File: config.mk
export PLATFORM = sky130hd
export DESIGN_NAME = acp_port
export DESIGN_NICKNAME = d
export VERILOG_FILES = /design/src/logic/acp_pkg.sv /design/src/logic/acp_cap_if.sv /design/src/logic/acp_capture.sv /design/src/logic/acp_port.sv
export VERILOG_INCLUDE_DIRS = /design/src /design/src/logic
export SDC_FILE = /design/constraint.sdc
export NUM_CORES = 1
export LEC_CHECK = 0
export BUFFER_PORTS_ARGS = -buffer_cell sky130_fd_sc_hd__buf_2
export CAP_MARGIN = 5
export CORE_UTILIZATION = 50
export CTS_CLUSTER_DIAMETER = 50
export CTS_CLUSTER_SIZE = 20
export DETAILED_ROUTE_END_ITERATION = 12
export PLACE_DENSITY = 0.71
export SLEW_MARGIN = 5
export SYNTH_ARGS = -nofsm -noshare
export SYNTH_HDL_FRONTEND = slang
export SYNTH_SLANG_ARGS = --single-unit
File: constraint.sdc
create_clock -name clk -period 2.2 [get_ports clk]
set_input_delay 0 -clock clk [delete_from_list [all_inputs] [get_ports clk]]
set_output_delay 0 -clock clk [all_outputs]
set_load 0.05 [all_outputs]
File: src/logic/acp_regs.svh
/*
 * Constants of the converter output port and its capture logic.
 * Assumes a 100 MHz system clock; included by bare name.
 */
`ifndef ACP_REGS_SVH
`define ACP_REGS_SVH

`define ACP_WORD_W        16
`define ACP_BYTE_W        8
`define ACP_MODE_W        2
`define ACP_MODE_SSC      2'h0
`define ACP_MODE_SEC      2'h1
`define ACP_MODE_AC       2'h2
`define ACP_CHAR_BITS     11
`define ACP_FRAME_BITS    22
`define ACP_BAUD_EXP_MIN  4'h8
`define ACP_BAUD_EXP_MAX  4'hc
`define ACP_BAUD_CNT_W    12
`define ACP_RATE_EXP_MAX  4'hb
`define ACP_RATE_CNT_W    13
`define ACP_CLK_NS        10
`define ACP_SCLK_HALF_NS  500
`define ACP_SCLK_HALF_CYC (`ACP_SCLK_HALF_NS / `ACP_CLK_NS)
`define ACP_SCLK_CNT_W    8

`endif

File: src/logic/acp_pkg.sv
/*
 * Types of the converter output port.
 * Assumes acp_regs.svh for widths.
 */
`include "acp_regs.svh"

package acp_pkg;

	typedef enum logic [3:0]
	{
		ST_IDLE = 4'h1,
		ST_SYNC = 4'h2,
		ST_UART = 4'h4,
		ST_DONE = 4'h8
	} acp_state_e;

	typedef struct packed
	{
		logic [1:0][`ACP_BYTE_W-1:0] sr;
	} acp_cap_s;

	typedef struct packed
	{
		acp_state_e                 st;
		logic [2:0]                 sync_cs;
		logic                       cs_st;
		logic [2:0]                 sync_ack;
		logic                       ack_st;
		logic [2:0]                 sync_sck;
		logic                       sck_st;
		logic [`ACP_WORD_W-1:0]     word;
		logic                       pending;
		logic                       word_ready_n;
		logic                       cts_n;
		logic                       gsel_n;
		logic [`ACP_RATE_CNT_W-1:0] rate_cnt;
		logic [`ACP_BAUD_CNT_W-1:0] baud_cnt;
		logic [`ACP_SCLK_CNT_W-1:0] sclk_cnt;
		logic                       sclk;
		logic                       sclk_oe;
		logic                       sdo;
		logic [`ACP_FRAME_BITS-1:0] tx;
		logic [4:0]                 bit_cnt;
		logic                       captured;
		logic                       flag;
		logic [`ACP_WORD_W-1:0]     par;
		logic                       par_oe;
		logic [`ACP_BYTE_W-1:0]     byte_out;
	} acp_state_s;

endpackage

File: src/logic/acp_cap_if.sv
/*
 * Carrier between the port control and the capture shift registers.
 * Assumes both ends run on the same clock.
 */
`timescale 1ns/1ns
`default_nettype none
`include "acp_regs.svh"

interface acp_cap_if;
	logic                   shift_en;
	logic                   bit_in;
	logic [`ACP_WORD_W-1:0] word;

	modport capture (input shift_en, input bit_in, output word);
	modport control (output shift_en, output bit_in, input word);
endinterface

`default_nettype wire

File: src/logic/acp_capture.sv
/*
 * Cascaded 8-bit capture shift registers, first bit ends in the top byte.
 * Assumes shift_en is a one-cycle pulse per serial clock rising edge.
 */
`timescale 1ns/1ns
`default_nettype none
`include "acp_regs.svh"

module acp_capture
#(
	parameter int BYTES = 2
)
(
	input  wire logic       clk,
	input  wire logic       reset_n,
	acp_cap_if.capture      cap
);
	acp_pkg::acp_cap_s q_ff;
	acp_pkg::acp_cap_s nxt_q;

	generate
		if (BYTES * `ACP_BYTE_W != `ACP_WORD_W)
		begin : g_chk
			$error("acp_capture: BYTES must cover the word");
		end
	endgenerate

	// Each byte feeds the next, so the pair acts as one 16-bit register
	genvar gi;
	generate
		for (gi = 0; gi < BYTES; gi++)
		begin : g_byte
			logic fill;
			if (gi == 0)
			begin : g_first
				assign fill = cap.bit_in;
			end
			else
			begin : g_next
				assign fill = q_ff.sr[gi-1][`ACP_BYTE_W-1];
			end
			always_comb
			begin
				nxt_q.sr[gi] = q_ff.sr[gi];
				if (cap.shift_en)
				begin
					nxt_q.sr[gi] = {q_ff.sr[gi][`ACP_BYTE_W-2:0], fill};
				end
			end
		end
	endgenerate

	always_ff @(posedge clk or negedge reset_n)
	begin
		if (!reset_n)
		begin
			q_ff <= '0;
		end
		else
		begin
			q_ff <= nxt_q;
		end
	end

	assign cap.word = q_ff.sr;
endmodule // acp_capture

`default_nettype wire

File: src/logic/acp_port.sv
/*
 * Converter serial output port with self-clocked, host-clocked and
 * character modes, rate-gated select, and parallel capture with handshake.
 * Assumes conv_word_strobe is a one-cycle pulse from logic on clk; all
 * other inputs named host_ or from jumpers are asynchronous pins.
 */
`timescale 1ns/1ns
`default_nettype none
`include "acp_regs.svh"

// Overview of operation
// - Self-clocked mode shifts each 16-bit word into two cascaded bytes, unless a set flag locks capture.
// - Handshake flag rises toward reader whenever capture registers reload.
// - Set flag blocks further capture until host reads and acknowledges.
// - Capture proceeds only when acknowledge came since the last update.
// - Select assertion rate sets how often capture is attempted.
// - Rising gated select sets the handshake flag for a new word.
// - Byte select picks which capture byte drives the byte bus.
// - Under rate gating, select returning high marks completion; lockout bypassable.
// - Host-clocked mode presents bits at the host serial clock rate.
// - Active-low word-ready tells the host a word is waiting.
// - Character mode sends two chars: start, eight data, two stops.
// - Character bit rate from external clock, on-board source then off.
// - On-board baud divider divides clock by two to the n, n 8-12.
// - Word-ready also drives the clear-to-send output.
// - Rate gating may pace character-mode words too.
// - Self-clocked mode drives serial clock out, aligned with data bits.
// - Word-ready falls for a new word only once the last was emptied.
module acp_port
(
	input  wire logic                    clk,
	input  wire logic                    reset_n,
	input  wire logic [`ACP_MODE_W-1:0]  output_mode,
	input  wire logic [`ACP_WORD_W-1:0]  conv_word,
	input  wire logic                    conv_word_strobe,
	input  wire logic                    host_output_select_n,
	input  wire logic                    host_read_ack,
	input  wire logic                    host_serial_clock_in,
	input  wire logic                    onboard_baud_source,
	input  wire logic [3:0]              baud_exp,
	input  wire logic                    rate_gate_enable,
	input  wire logic [3:0]              rate_exp,
	input  wire logic                    lockout_disable,
	input  wire logic                    byte_select,
	input  wire logic                    parallel_read_n,
	output logic                         serial_out_pin,
	output logic                         serial_clock_out,
	output logic                         serial_clock_oe,
	output logic                         converter_word_ready_n,
	output logic                         clear_to_send_n,
	output logic                         gated_select_n,
	output logic                         parallel_ready_flag,
	output logic [`ACP_WORD_W-1:0]       parallel_word,
	output logic                         parallel_oe,
	output logic [`ACP_BYTE_W-1:0]       byte_bus
);
	acp_pkg::acp_state_s q_ff;
	acp_pkg::acp_state_s nxt_q;
	acp_cap_if           cap ();

	acp_capture #(.BYTES(2)) u_capture
	(
		.clk     (clk),
		.reset_n (reset_n),
		.cap     (cap)
	);

	// Stable level once the second and third stages agree
	function automatic logic settle(input logic [2:0] s, input logic cur);
		settle = (s[2] == s[1]) ? s[2] : cur;
	endfunction

	function automatic logic [3:0] clamp_exp(input logic [3:0] e);
		if (e < `ACP_BAUD_EXP_MIN)
			clamp_exp = `ACP_BAUD_EXP_MIN;
		else if (e > `ACP_BAUD_EXP_MAX)
			clamp_exp = `ACP_BAUD_EXP_MAX;
		else
			clamp_exp = e;
	endfunction

	logic                       ack_new;
	logic                       cs_new;
	logic                       sck_new;
	logic                       sck_rise;
	logic                       sck_fall;
	logic                       baud_tick;
	logic                       bit_tick;
	logic                       load_en;
	logic                       done;
	logic                       sclk_up;
	logic [`ACP_BAUD_CNT_W-1:0] baud_mask;
	logic [`ACP_RATE_CNT_W-1:0] rate_target;
	logic [3:0]                 rexp;

	always_comb
	begin
		nxt_q = q_ff;
		done = 1'b0;
		sclk_up = 1'b0;
		cap.shift_en = 1'b0;
		cap.bit_in = q_ff.sdo;

		nxt_q.sync_cs = {q_ff.sync_cs[1:0], host_output_select_n};
		nxt_q.sync_ack = {q_ff.sync_ack[1:0], host_read_ack};
		nxt_q.sync_sck = {q_ff.sync_sck[1:0], host_serial_clock_in};
		cs_new = settle(q_ff.sync_cs, q_ff.cs_st);
		ack_new = settle(q_ff.sync_ack, q_ff.ack_st);
		sck_new = settle(q_ff.sync_sck, q_ff.sck_st);
		nxt_q.cs_st = cs_new;
		nxt_q.ack_st = ack_new;
		nxt_q.sck_st = sck_new;
		sck_rise = sck_new & ~q_ff.sck_st;
		sck_fall = ~sck_new & q_ff.sck_st;

		// Free-running divider; tick each 2^n clocks
		nxt_q.baud_cnt = q_ff.baud_cnt + 1'b1;
		baud_mask = `ACP_BAUD_CNT_W'((13'h1 << clamp_exp(baud_exp)) - 13'h1);
		baud_tick = (q_ff.baud_cnt & baud_mask) == '0;
		bit_tick = onboard_baud_source ? baud_tick : sck_rise;

		rexp = (rate_exp > `ACP_RATE_EXP_MAX) ? `ACP_RATE_EXP_MAX : rate_exp;
		rate_target = `ACP_RATE_CNT_W'(13'h2 << rexp);
		load_en = ~q_ff.flag | lockout_disable;

		// New word is taken only when the last one has gone out
		if (conv_word_strobe && !q_ff.pending)
		begin
			nxt_q.word = conv_word;
			nxt_q.pending = 1'b1;
			nxt_q.word_ready_n = 1'b0;
		end
		// Every offered word counts, so a held word cannot stall the gate
		if (conv_word_strobe && q_ff.rate_cnt != rate_target)
			nxt_q.rate_cnt = q_ff.rate_cnt + 1'b1;

		case (q_ff.st)
			acp_pkg::ST_IDLE:
			begin
				nxt_q.sclk = 1'b1;
				if (q_ff.pending && !q_ff.gsel_n)
				begin
					nxt_q.bit_cnt = '0;
					nxt_q.sclk_cnt = '0;
					if (output_mode == `ACP_MODE_AC)
					begin
						nxt_q.tx = {2'h3, q_ff.word[7:0], 1'b0,
							2'h3, q_ff.word[15:8], 1'b0};
						nxt_q.sdo = 1'b0;
						nxt_q.st = acp_pkg::ST_UART;
					end
					else
					begin
						nxt_q.sdo = q_ff.word[`ACP_WORD_W-1];
						nxt_q.tx = {6'h0, q_ff.word[`ACP_WORD_W-2:0], 1'b0};
						// Only self-clocked mode drives the clock low
						nxt_q.sclk = output_mode != `ACP_MODE_SSC;
						nxt_q.st = acp_pkg::ST_SYNC;
					end
				end
			end
			acp_pkg::ST_SYNC:
			begin
				if (output_mode == `ACP_MODE_SSC)
				begin
					// Data changes on the falling edge, stable at the rising one
					nxt_q.sclk_cnt = q_ff.sclk_cnt + 1'b1;
					if (q_ff.sclk_cnt == `ACP_SCLK_CNT_W'(`ACP_SCLK_HALF_CYC - 1))
					begin
						nxt_q.sclk_cnt = '0;
						nxt_q.sclk = ~q_ff.sclk;
						sclk_up = ~q_ff.sclk;
					end
					if (sclk_up && load_en)
					begin
						cap.shift_en = 1'b1;
						nxt_q.captured = 1'b1;
					end
				end
				else
				begin
					sclk_up = sck_rise;
				end
				if (sclk_up)
				begin
					nxt_q.bit_cnt = q_ff.bit_cnt + 1'b1;
					if (q_ff.bit_cnt == 5'(`ACP_WORD_W - 1))
						done = 1'b1;
				end
				if ((output_mode == `ACP_MODE_SSC && q_ff.sclk_cnt ==
					`ACP_SCLK_CNT_W'(`ACP_SCLK_HALF_CYC - 1) && q_ff.sclk) ||
					(output_mode != `ACP_MODE_SSC && sck_fall &&
					q_ff.bit_cnt != '0))
				begin
					nxt_q.sdo = q_ff.tx[`ACP_WORD_W-1];
					nxt_q.tx = q_ff.tx << 1;
				end
			end
			acp_pkg::ST_UART:
			begin
				if (bit_tick)
				begin
					nxt_q.tx = {1'b1, q_ff.tx[`ACP_FRAME_BITS-1:1]};
					nxt_q.sdo = q_ff.tx[1];
					nxt_q.bit_cnt = q_ff.bit_cnt + 1'b1;
					if (q_ff.bit_cnt == 5'(`ACP_FRAME_BITS - 1))
						done = 1'b1;
				end
			end
			acp_pkg::ST_DONE:
			begin
				nxt_q.st = acp_pkg::ST_IDLE;
			end
			default:
			begin
				nxt_q.st = acp_pkg::ST_IDLE;
			end
		endcase

		if (done)
		begin
			nxt_q.st = acp_pkg::ST_DONE;
			nxt_q.sdo = 1'b1;
			nxt_q.sclk = 1'b1;
			nxt_q.pending = 1'b0;
			nxt_q.word_ready_n = 1'b1;
		end
		// Host dropping select mid-word abandons it; the word stays pending
		if (q_ff.st != acp_pkg::ST_IDLE && !done && q_ff.gsel_n)
		begin
			nxt_q.st = acp_pkg::ST_IDLE;
			nxt_q.sdo = 1'b1;
		end
		nxt_q.cts_n = nxt_q.word_ready_n;

		if (rate_gate_enable)
		begin
			// Counter holds select low until the word is out
			if (done)
			begin
				nxt_q.gsel_n = 1'b1;
				nxt_q.rate_cnt = '0;
			end
			else if (q_ff.rate_cnt == rate_target && q_ff.pending)
				nxt_q.gsel_n = 1'b0;
		end
		else
		begin
			nxt_q.gsel_n = cs_new;
			nxt_q.rate_cnt = '0;
		end

		// Set beats a same-cycle acknowledge so no update is lost
		if (nxt_q.gsel_n && !q_ff.gsel_n && q_ff.captured &&
			output_mode == `ACP_MODE_SSC)
		begin
			nxt_q.flag = 1'b1;
			nxt_q.captured = 1'b0;
		end
		else if (ack_new && !q_ff.ack_st)
			nxt_q.flag = 1'b0;

		nxt_q.sclk_oe = output_mode == `ACP_MODE_SSC;
		nxt_q.par = cap.word;
		nxt_q.par_oe = ~parallel_read_n;
		nxt_q.byte_out = byte_select ? cap.word[15:8] : cap.word[7:0];
	end

	always_ff @(posedge clk or negedge reset_n)
	begin
		if (!reset_n)
		begin
			q_ff <= '0;
			q_ff.st <= acp_pkg::ST_IDLE;
			q_ff.sync_cs <= 3'h7;
			q_ff.cs_st <= 1'b1;
			q_ff.word_ready_n <= 1'b1;
			q_ff.cts_n <= 1'b1;
			q_ff.gsel_n <= 1'b1;
			q_ff.sclk <= 1'b1;
			q_ff.sdo <= 1'b1;
		end
		else
		begin
			q_ff <= nxt_q;
		end
	end

	assign serial_out_pin = q_ff.sdo;
	assign serial_clock_out = q_ff.sclk;
	assign serial_clock_oe = q_ff.sclk_oe;
	assign converter_word_ready_n = q_ff.word_ready_n;
	assign clear_to_send_n = q_ff.cts_n;
	assign gated_select_n = q_ff.gsel_n;
	assign parallel_ready_flag = q_ff.flag;
	assign parallel_word = q_ff.par;
	assign parallel_oe = q_ff.par_oe;
	assign byte_bus = q_ff.byte_out;
endmodule // acp_port

`default_nettype wire

==> results of run 1 <==
-- placed cells by master, fill, tap and decap left out, drive strengths merged, types with 17 or more instances in the layout --
cell	instances
nand2	88
buf	116
clkbuf	18
nand3	19
dlygate4sd3	24
o21ai	42
mux2	40
a222oi	17
nor2	36
dfrtp	132
inv	26
-- worst max-delay path, cell delays in order (launching register included) --
cell,delay [ps]
dfrtp_1,380
inv_2,60
ha_1,120
or4b_4,470
or4_4,450
a32oi_2,190
o21ai_2,120
or3_1,330
a21oi_2,150
-- synth_stat cells, types with 2 or more instances --
cell,n,share of area
o22ai_1,4,0.0038
o21ai_2,2,0.0026
nor2_1,36,0.020
and3_1,7,0.0066
xnor2_1,11,0.014
nor3b_1,6,0.0068
mux2_2,40,0.068
xor2_1,14,0.018
nand2b_1,8,0.0075
nor4b_1,5,0.0066
a211oi_1,5,0.0056
a221oi_1,4,0.0053
nor2b_1,4,0.0038
a31oi_1,5,0.0047
nor3_1,3,0.0023
ha_1,9,0.017
a21boi_0,3,0.0034
a222oi_1,17,0.026
o221ai_1,2,0.0026
dfrtp_1,132,0.50
or2_2,2,0.0019
nand3b_1,5,0.0056
mux2i_1,4,0.0060
buf_4,25,0.028
nand3_1,19,0.014
buf_2,4,0.0030
o21ai_1,2,0.0015
or4b_2,4,0.0060
dfstp_2,9,0.036
nand4_1,9,0.0085
or3_1,6,0.0056
or4b_4,2,0.0041
o21ai_0,38,0.029
o31ai_1,3,0.0034
maj3_1,3,0.0045
clkbuf_1,25,0.014
o2bb2ai_1,2,0.0026
nand2_1,88,0.050
a21oi_1,11,0.0083
inv_1,21,0.012
-- state kept, by name, summed over array words and instances, names as in the netlist --
signal,cells
gated_select_n,1
serial_clock_out,1
q_ff,88
serial_out_pin,1
parallel_oe,1
parallel_ready_flag,1
byte_bus,8
serial_clock_oe,1
nxt_q,6
clear_to_send_n,1
parallel_word,16
u_capture.cap.word,16
-- through the flow --
step | setup TNS [ps] | hold WS (ps) | cell area (µm²) | utilization
after floorplan | -2260 | -296 | 6700 | -
after global placement | -4530 | -19.8 | 7290 | 0.569
after detailed placement | -7030 | -12.7 | 7290 | 0.569
after CTS | -4690 | 18.6 | 8220 | 0.641
after global routing | -13120 | 74.2 | 8320 | 0.649
final | -5850 | 58.7 | 8320 | 0.649
-- cell families after synthesis --
group,synth area share
xor gates and xnor gates,0.0329
and+or+nand+nor,0.164
muxes,0.0737
AOI/OAI and AO/OA,0.118
buffers and inverters,0.0577
adders and majority gates,0.0214
DFF,0.532
other,0.000563
-- where the power goes --
part | switching, mW | internal (mW) | total (mW)
combinational | 0.906 | 0.683 | 1.59
sequential | 0.269 | 2.91 | 3.18
clock | 1.14 | 1.81 | 2.94
-- worst paths after layout --
path | from | end | slack (ps) | cells after the start
worst max-delay path | q_ff[58] | q_ff[29] | -150 | 8
worst min-delay path | output_mode[0] | q_ff[64] | 60 | 3
worst max register to register | q_ff[58] | q_ff[29] | -150 | 8
worst min register to register | nxt_q[112] | nxt_q[113] | 350 | 0
max in group asynchronous | reset_n | q_ff[121] | 1330 | 3
min in group asynchronous | reset_n | q_ff[68] | 100 | 2
-- routing by layer --
layer / part of all wire / up-vias / GRT usage / routed length, µm
met5: 0 / - / 0 / 0
met4: 0.012 / 0 / 0.0812 / 168
met3: 0.058 / 15 / 0.0569 / 841
met2: 0.50 / 174 / 0.364 / 7150
met1: 0.43 / 2490 / 0.287 / 6230
li1: - / 2420 / - / -
-- layout make-up --
type | instances | area [µm²] | area share
clock buffer | 18 | 429 | 0.0516
clock inverter | 14 | 185 | 0.0223
inverter | 21 | 81.3 | 0.00978
multi-input combinational | 409 | 2860 | 0.343
sequential | 141 | 3540 | 0.426
tap | 172 | 215 | 0.0259
timing repair buffer | 140 | 1010 | 0.122
-- timing repair --
item                       CTS  global route
hold buffers                24             0
buffers inserted             2             5
hold endpoints to repair   142             0
pin swaps                    8             6
gates resized for setup     17            22
setup endpoints to repair   67            68
==> results.md, run 1 <==
- Power Dens Cells: 927 nW/µm²
- Post-Syn Instances: 625
- Post-Syn Area: 6660 µm²
- Die Wd: 117 µm
- Post-synth ARST share: 1.00
- Layout cells sized above 1: 0.311
- Post-synth EDFFs: 0
- H-tree levels: 4
- Worst-path maximum fanout: 5
- Die H: 117 µm
- Number of nets in the layout: 776
- Buffers on Ports: 68
- Clock sink total: 141
- RD Place Congestion: 0.826
- CTS tree: done
- Drc violations: 0
- Row count: 41
- Clock latency on the worst-skew pair: 420 ps
- Core ar.: 12800 µm²
- Gr usage total: 0.223
- Overall power: 7.71 mW
- Post-synthesis sequential area ratio: 0.532
- Max-Cap Viols: 0
- P_leak: 3.86 nW
- DR vias: 5099
- Worst Tran Pin Value: 583 ps
- Fillers: 1015
- Die area: 13800 µm²
- Buffer depth of the longest clock path: 2
- Post-DP HPWL: 9.49 mm
- ANT nets after route: 0
- ANT cells: 0
- Pre-CTS setup slack: -177 ps
- Synthesized area per cell: 10.7 µm²
- Fin. max-slew vios: 0
- Min-Delay Path Class: input port to register
- Clock slew seen by the registers of the worst setup and hold paths: 60 ps
- DRT Pass-1 Iters: 5
- Final critical-path required period: 2350 ps
- DR vias/cell: 5.57
- Grt total ovfl: 0
- Setup Viol. Count Final: 62
- Main flop type after synthesis: dfrtp_1
- Element type at the critical path start: register
- RSZ-0062 raised after global routing: yes
- CTS buffer count: 17
- Clk root buf: clkbuf_16
- Synthesized flop and latch total: 141
- Ports: 69
- Vias in the first global route: 5035
- Kind of critical path: register to register
- Initial cell density of the core: 0.519
- Initial DRC Count: 412
- WP data required: 2550 ps
- Max Clock Skew: 4.54 ps
- Final Non-Filler Cells: 915
- Largest net degree at the start of global routing: 56
- Maximum vdd drop: 0.639 mV
- Failing checks: setup timing
- Final hold vios: 0
- Worst setup EP type: register
- Initial antenna violation count: 0
- WL per Instance: 15.7 µm
- WL final: 14.4 mm
- Status: finished with violations
- Max Fclk: 426 MHz
- Post-route setup slack: -147 ps
- Tcrit/Tclk final: 1.07
- Layout area overhead: 24.9%
- Ys Warns: 0
- First-pass GRT wire length: 24.3 mm
- Arr. time, crit path: 2700 ps
- Dpl cells: 852
- Max transition margin: 0.611
- Synth cell types: 66
Power figures use the tool's default switching activity.
==> run 2, diff against run 1 <==
--- a/config.mk
+++ b/config.mk
@@ -12,7 +12,7 @@
 export CTS_CLUSTER_DIAMETER = 50
 export CTS_CLUSTER_SIZE = 20
 export DETAILED_ROUTE_END_ITERATION = 12
-export PLACE_DENSITY = 0.71
+export PLACE_DENSITY = 0.72
 export SLEW_MARGIN = 5
 export SYNTH_ARGS = -nofsm -noshare
 export SYNTH_HDL_FRONTEND = slang
==> run 2 against run 1 <==
Against the previous run: the flow still finishes with violations (setup timing); sequential cell count unchanged; clock power down 8.2%; non-clock buffer count up 2; combinational power up 4%; cell count up 0.22%; critical path depth unchanged; fmax down 1.3%; global-route usage up 1.1 points; critical endpoint unchanged.
==> results.md, run 2 (synthesis gave the netlist of run 1 again) <==
- Buffer depth of the longest clock path: 2 (unchanged)
- RD Place Congestion: 0.832 (+0.79%)
- Setup Viol. Count Final: 65 (+4.8%)
- Max-Cap Viols: 0 (unchanged)
- WL per Instance: 16.2 µm (+2.7%)
- Max reg flops: 88 (unchanged)
- Arr. time, crit path: 2730 ps (+30 ps)
- Clock slew seen by the registers of the worst setup and hold paths: 60 ps (about the same)
- First-pass GRT wire length: 25.5 mm (+5.1%)
- Crit path buffers/inverters: 1 (unchanged)
- Worst setup EP type: register
- CP Cell Sequence: inv_2 > ha_1 > or4b_4 > or4_4 > a32oi_2 > o21ai_2 > or3_1 > a21oi_2
- Final Non-Filler Cells: 917 (+0.22%)
- Die Wd: 117 µm (unchanged)
- Final hold slack: 51.9 ps (-6.74 ps)
- Drc violations: 0 (unchanged)
- Crit path max-delay family: simple AND/OR/NAND/NOR gates
- Max Fclk: 420 MHz (-1.3%)
- WL final: 14.8 mm (+2.9%)
- Layout area overhead: 25.4%
- DR vias: 5089 (-0.20%)
- Commonest non-fill, non-tap cell in the layout: dfrtp_1
- Kind of critical path: register to register
- Clock sink total: 141 (unchanged)
- Post-route setup slack: -178 ps (-30.9 ps)
- Share of power burned in registers: 0.423 (+0.011)
- Element type at the critical path start: register
- Setup_tns: -6530 ps (-684 ps)
- Clock power share: 0.358 (-0.024)
- Initial cell density of the core: 0.519 (unchanged)
- Worst Tran Pin Value: 663 ps (+79.9 ps)
- Core ar.: 12800 µm² (unchanged)
- Clk root buf: clkbuf_16
- Worst-path maximum fanout: 5 (unchanged)
- Dpl cells: 854 (+0.23%)
- Switching share of power: 0.311 (+0.0117)
- Grt total ovfl: 0 (unchanged)
- Die area: 13800 µm² (unchanged)
- CTS tree: done
- ANT nets after route: 0 (unchanged)
- DR vias/cell: 5.55 (-0.41%)
- Initial DRC Count: 533 (+29%)
- Row count: 41 (unchanged)
- H-tree levels: 4 (unchanged)
- Buffers on Ports: 68 (unchanged)
- Maximum vdd drop: 0.636 mV (-0.47%)
- Net Sw Power: 2.34 mW (+1.4%)
- Fin. max-slew vios: 0 (unchanged)
- Largest net degree at the start of global routing: 65 (+16%)
- Most flop-heavy register: q_ff
- Min-Delay Path Class: input port to register
- Most frequent cells in the layout: dfrtp_1, nand2_1, buf_2, buf_4, mux2_2
- Failing checks: setup timing
- Fillers: 992 (-2.3%)
- Post-DP HPWL: 9.88 mm (+4.2%)
- Tcrit/Tclk final: 1.08 (+0.0140)
- Clock latency on the worst-skew pair: 420 ps (about the same)
- Status: finished with violations
- Number of nets in the layout: 778 (+0.26%)
- Initial antenna violation count: 0 (unchanged)
- WP data required: 2550 ps (about the same)
- Ports: 69 (unchanged)
- RSZ-0062 raised after global routing: yes
- Slowest stage delay, CP: 460 ps (about the same)
- Power Dens Cells: 902 nW/µm² (-2.7%)
- Gr usage total: 0.234 (+0.0110)
- Final hold vios: 0 (unchanged)
- Combinational share of power: 0.219 (+0.013)
- Slowest cell on the critical path: or4b_4
- ANT cells: 0 (unchanged)
- DRT Pass-1 Iters: 5 (unchanged)
- Layout cells sized above 1: 0.332 (+0.0206)
- Max transition margin: 0.557 (-0.0544)
- Cell internal pwr: 5.18 mW (-4.0%)
- Die H: 117 µm (unchanged)
- CTS buffer count: 17 (unchanged)
- P_leak: 3.86 nW (about the same)
- Vias in the first global route: 5188 (+3.0%)
- Max Clock Skew: 19.5 ps (+15.0 ps)
- Final critical-path required period: 2380 ps (+30.9 ps)
[run 2: cell count changes in the layout (fill, tap and decap cells not counted), sizes merged]
cell	before	now
bufinv	3	1
dlygate4sd3	24	23
clkinvlp	3	6
clkinv	3	2
buf	116	119
[run 2: final timing paths]
path / start / to / slack (ps) / depth (start not counted)
max reg2reg: q_ff[58] / q_ff[29] / -180 / 8
min reg2reg: nxt_q[112] / nxt_q[113] / 340 / 0
max in group asynchronous: reset_n / q_ff[121] / 1240 / 3
max: q_ff[58] / q_ff[29] / -180 / 8
min: byte_select / byte_bus[4] / 50 / 2
min in group asynchronous: reset_n / parallel_word[9] / 140 / 2
[run 2: layer usage]
layer,global-route usage,share of wire,up-vias
met1,0.298,0.43,2506
met2,0.401,0.51,134
met4,0.0666,0.010,0
met5,0,0,-
li1,-,-,2436
met3,0.0501,0.045,13
[run 2: power by group through the flow]
stage	sequential [mW]	clock (mW)	combinational, mW
final	3.18	2.70	1.65
after global routing	3.22	2.89	1.82
after CTS	3.17	2.76	1.54
after detailed placement	3.21	0	1.43
after global placement	3.19	0	1.35
after floorplan	3.20	0	0.929
[run 2: timing repair]
action,4_1_cts,5_1_grt
hold endpoints to repair,84,0
gates cloned,0,0
resized for setup,40,24
setup endpoints to repair,66,69
hold buffers,23,0
pin swaps,11,10
setup buffers,4,4
[run 2: area by class of cell]
class,instances,area (µm²),share of cell area
clock buffer,18,429,0.0514
clock inverter,14,136,0.0163
inverter,21,83.8,0.0100
multi-input combinational,409,2920,0.350
sequential,141,3540,0.424
tap,172,215,0.0258
timing repair buffer,142,1020,0.122
[run 2: metrics by stage]
| step | total power, mW | utilization | instance area, µm² | setup WS (ps) |
|---|---|---|---|---|
| after floorplan | 4.13 | - | 6700 | -81.5 |
| after global placement | 4.54 | 0.569 | 7300 | -95.3 |
| after detailed placement | 4.64 | 0.569 | 7300 | -163 |
| after CTS | 7.47 | 0.641 | 8220 | -178 |
| after global routing | 7.93 | 0.651 | 8350 | -267 |
| final | 7.53 | 0.651 | 8350 | -178 |
==> run 3, diff against run 2 <==
--- a/config.mk
+++ b/config.mk
@@ -8,6 +8,7 @@
 export LEC_CHECK = 0
 export BUFFER_PORTS_ARGS = -buffer_cell sky130_fd_sc_hd__buf_2
 export CAP_MARGIN = 5
+export CORE_ASPECT_RATIO = 1.4
 export CORE_UTILIZATION = 50
 export CTS_CLUSTER_DIAMETER = 50
 export CTS_CLUSTER_SIZE = 20
==> run 3 against run 2 <==
Against the previous run: sequential power about the same; cell count grew 4.3%; critical path depth increased by 1; via count up 3.3%; non-clock buffer count is 32 higher; the flow still finishes with violations (setup timing); clock skew down 6.7 ps.
==> results.md, run 3 (synthesis gave the netlist of run 1 again) <==
- CTS buffer count: 17 (unchanged)
- ANT nets after route: 0 (unchanged)
- Clk root buf: clkbuf_16
- Clock slew seen by the registers of the worst setup and hold paths: 60 ps (about the same)
- Clock latency on the worst-skew pair: 420 ps (about the same)
- WL final: 15.5 mm (+4.7%)
- Max transition margin: 0.384 (-0.172)
- Final critical-path required period: 2440 ps (+63.2 ps)
- Max Clock Skew: 12.8 ps (-6.68 ps)
- Element type at the critical path start: register
- DRT Pass-1 Iters: 8 (+3)
- Min-Delay Path Class: input port to register
- Setup Viol. Count Final: 68 (+4.6%)
- Hold Path End: byte_bus[3]
- Row count: 49 (+20%)
- Buffers on Ports: 68 (unchanged)
- Ports: 69 (unchanged)
- Grt total ovfl: 0 (unchanged)
- Core ar.: 12900 µm² (+0.87%)
- Final Non-Filler Cells: 956 (+4.3%)
- Fin. max-slew vios: 0 (unchanged)
- Power Dens Cells: 903 nW/µm² (about the same)
- Worst hold path startpoint: byte_select
- Most flop-heavy register: q_ff
- First-pass GRT wire length: 24.5 mm (-3.8%)
- Share of power burned in registers: 0.410 (-0.013)
- Slack of the worst reg-to-reg path: -240 ps (-60 ps)
- Drc violations: 0 (unchanged)
- Switching share of power: 0.316 (+0.00500)
- WL per Instance: 16.2 µm (+0.42%)
- Reg2reg start: q_ff[58]
- Initial antenna violation count: 0 (unchanged)
- CTS tree: done
- Final hold vios: 0 (unchanged)
- Clock power share: 0.365 (+0.007)
- Clock sink total: 141 (unchanged)
- Final hold slack: 25.5 ps (-26.5 ps)
- DR vias/cell: 5.50 (-0.88%)
- Combinational share of power: 0.225 (+0.006)
- Maximum vdd drop: 0.646 mV (+1.6%)
- Most frequent cells in the layout: dfrtp_1, nand2_1, buf_4, buf_2, mux2_2
- Initial cell density of the core: 0.515 (-0.00447)
- Gr usage total: 0.226 (-0.00780)
- Max Fclk: 410 MHz (-2.6%)
- Post-route setup slack: -242 ps (-63.2 ps)
- Initial DRC Count: 325 (-39%)
- Die Wd: 99.5 µm (-15%)
- DR vias: 5259 (+3.3%)
- Largest net degree at the start of global routing: 70 (+7.7%)
- Vias in the first global route: 5207 (+0.37%)
- Layout cells sized above 1: 0.341 (+0.00907)
- Die H: 139 µm (+18%)
- P_leak: 4.05 nW (+4.9%)
- Worst setup EP type: register
- Tcrit/Tclk final: 1.11 (+0.0287)
- Hold depth: 2 (unchanged)
- RSZ-0062 raised after global routing: yes
- Setup_tns: -10770 ps (-4240 ps)
- Cell internal pwr: 5.32 mW (+2.5%)
- Post-DP HPWL: 10.2 mm (+3.1%)
- Status: finished with violations
- Worst-path maximum fanout: 5 (unchanged)
- Failing checks: setup timing
- Number of nets in the layout: 811 (+4.2%)
- Dpl cells: 884 (+3.5%)
- Arr. time, crit path: 2780 ps (+50 ps)
- Worst Tran Pin Value: 918 ps (+255 ps)
- RD Place Congestion: 0.907 (+9.0%)
- Commonest non-fill, non-tap cell in the layout: dfrtp_1
- Die area: 13800 µm² (about the same)
- Kind of critical path: register to register
- Worst Reg-to-Reg Cells: 9 (+1)
- Buffer depth of the longest clock path: 2 (unchanged)
- Max reg flops: 88 (unchanged)
- H-tree levels: 4 (unchanged)
- Reg2reg end: q_ff[30]
- WP data required: 2540 ps (about the same)
- Net Sw Power: 2.46 mW (+4.9%)
- Layout area overhead: 29.4%
- Max-Cap Viols: 0 (unchanged)
- Overall power: 7.77 mW (+3.3%)
- ANT cells: 0 (unchanged)
[run 3: worst max-delay path by stage]
stage,startpoint,to,slack (ps),depth (start not counted)
after floorplan,q_ff[58],q_ff[34],-80,9
after global placement,q_ff[27],serial_out_pin,-340,9
after detailed placement,q_ff[27],serial_out_pin,-440,9
after CTS,q_ff[58],q_ff[30],-230,9
after global routing,q_ff[58],q_ff[29],-340,9
final,q_ff[58],q_ff[30],-240,9
[run 3: area by class of cell]
cell class                 count  area [µm²]
sequential                   141        3540
clock inverter                15         168
multi-input combinational    410        2870
tap                          178         223
inverter                      21        81.3
timing repair buffer         174        1310
fill                         940        4320
clock buffer                  17         425
[run 3: per-layer routing]
metal / track usage / part of all wire / up-vias
met5: 0 / 0 / -
met4: 0.0859 / 0.016 / 0
met3: 0.0449 / 0.038 / 20
met2: 0.409 / 0.54 / 153
met1: 0.261 / 0.41 / 2585
li1: - / - / 2501
[run 3: power by group through the flow]
stage | combinational, mW | sequential [mW] | clock, mW
6_report | 1.75 | 3.19 | 2.84
5_1_grt | 1.91 | 3.21 | 3.00
4_1_cts | 1.54 | 3.18 | 2.90
3_3_place_gp | 1.39 | 3.21 | 0
3_5_place_dp | 1.45 | 3.23 | 0
2_1_floorplan | 0.929 | 3.20 | 0
[run 3: critical path: stages (launching register included)]
cell and delay (ps):
dfrtp_1 380, inv_2 80, ha_4 110, or4b_4 480, or4_4 450, buf_6 130
a32oi_2 160, o21ai_2 110, or3_1 320, a21oi_1 140
[run 3: repair_timing]
action,4_1_cts,5_1_grt
gates resized for setup,9,28
endpoints found under the hold margin,87,0
cloned,0,3
setup endpoints to repair,69,73
hold buffers,23,0
setup buffers,2,12
pin swaps,5,15
[run 3: through the flow]
| step | cell area [µm²] | setup slack [ps] | util |
|---|---|---|---|
| CTS | 8380 | -227 | 0.647 |
| floorplan | 6700 | -81.5 | - |
| global route | 8610 | -340 | 0.666 |
| global placement | 7510 | -342 | 0.581 |
| finish | 8610 | -242 | 0.666 |
| detailed placement | 7510 | -440 | 0.581 |
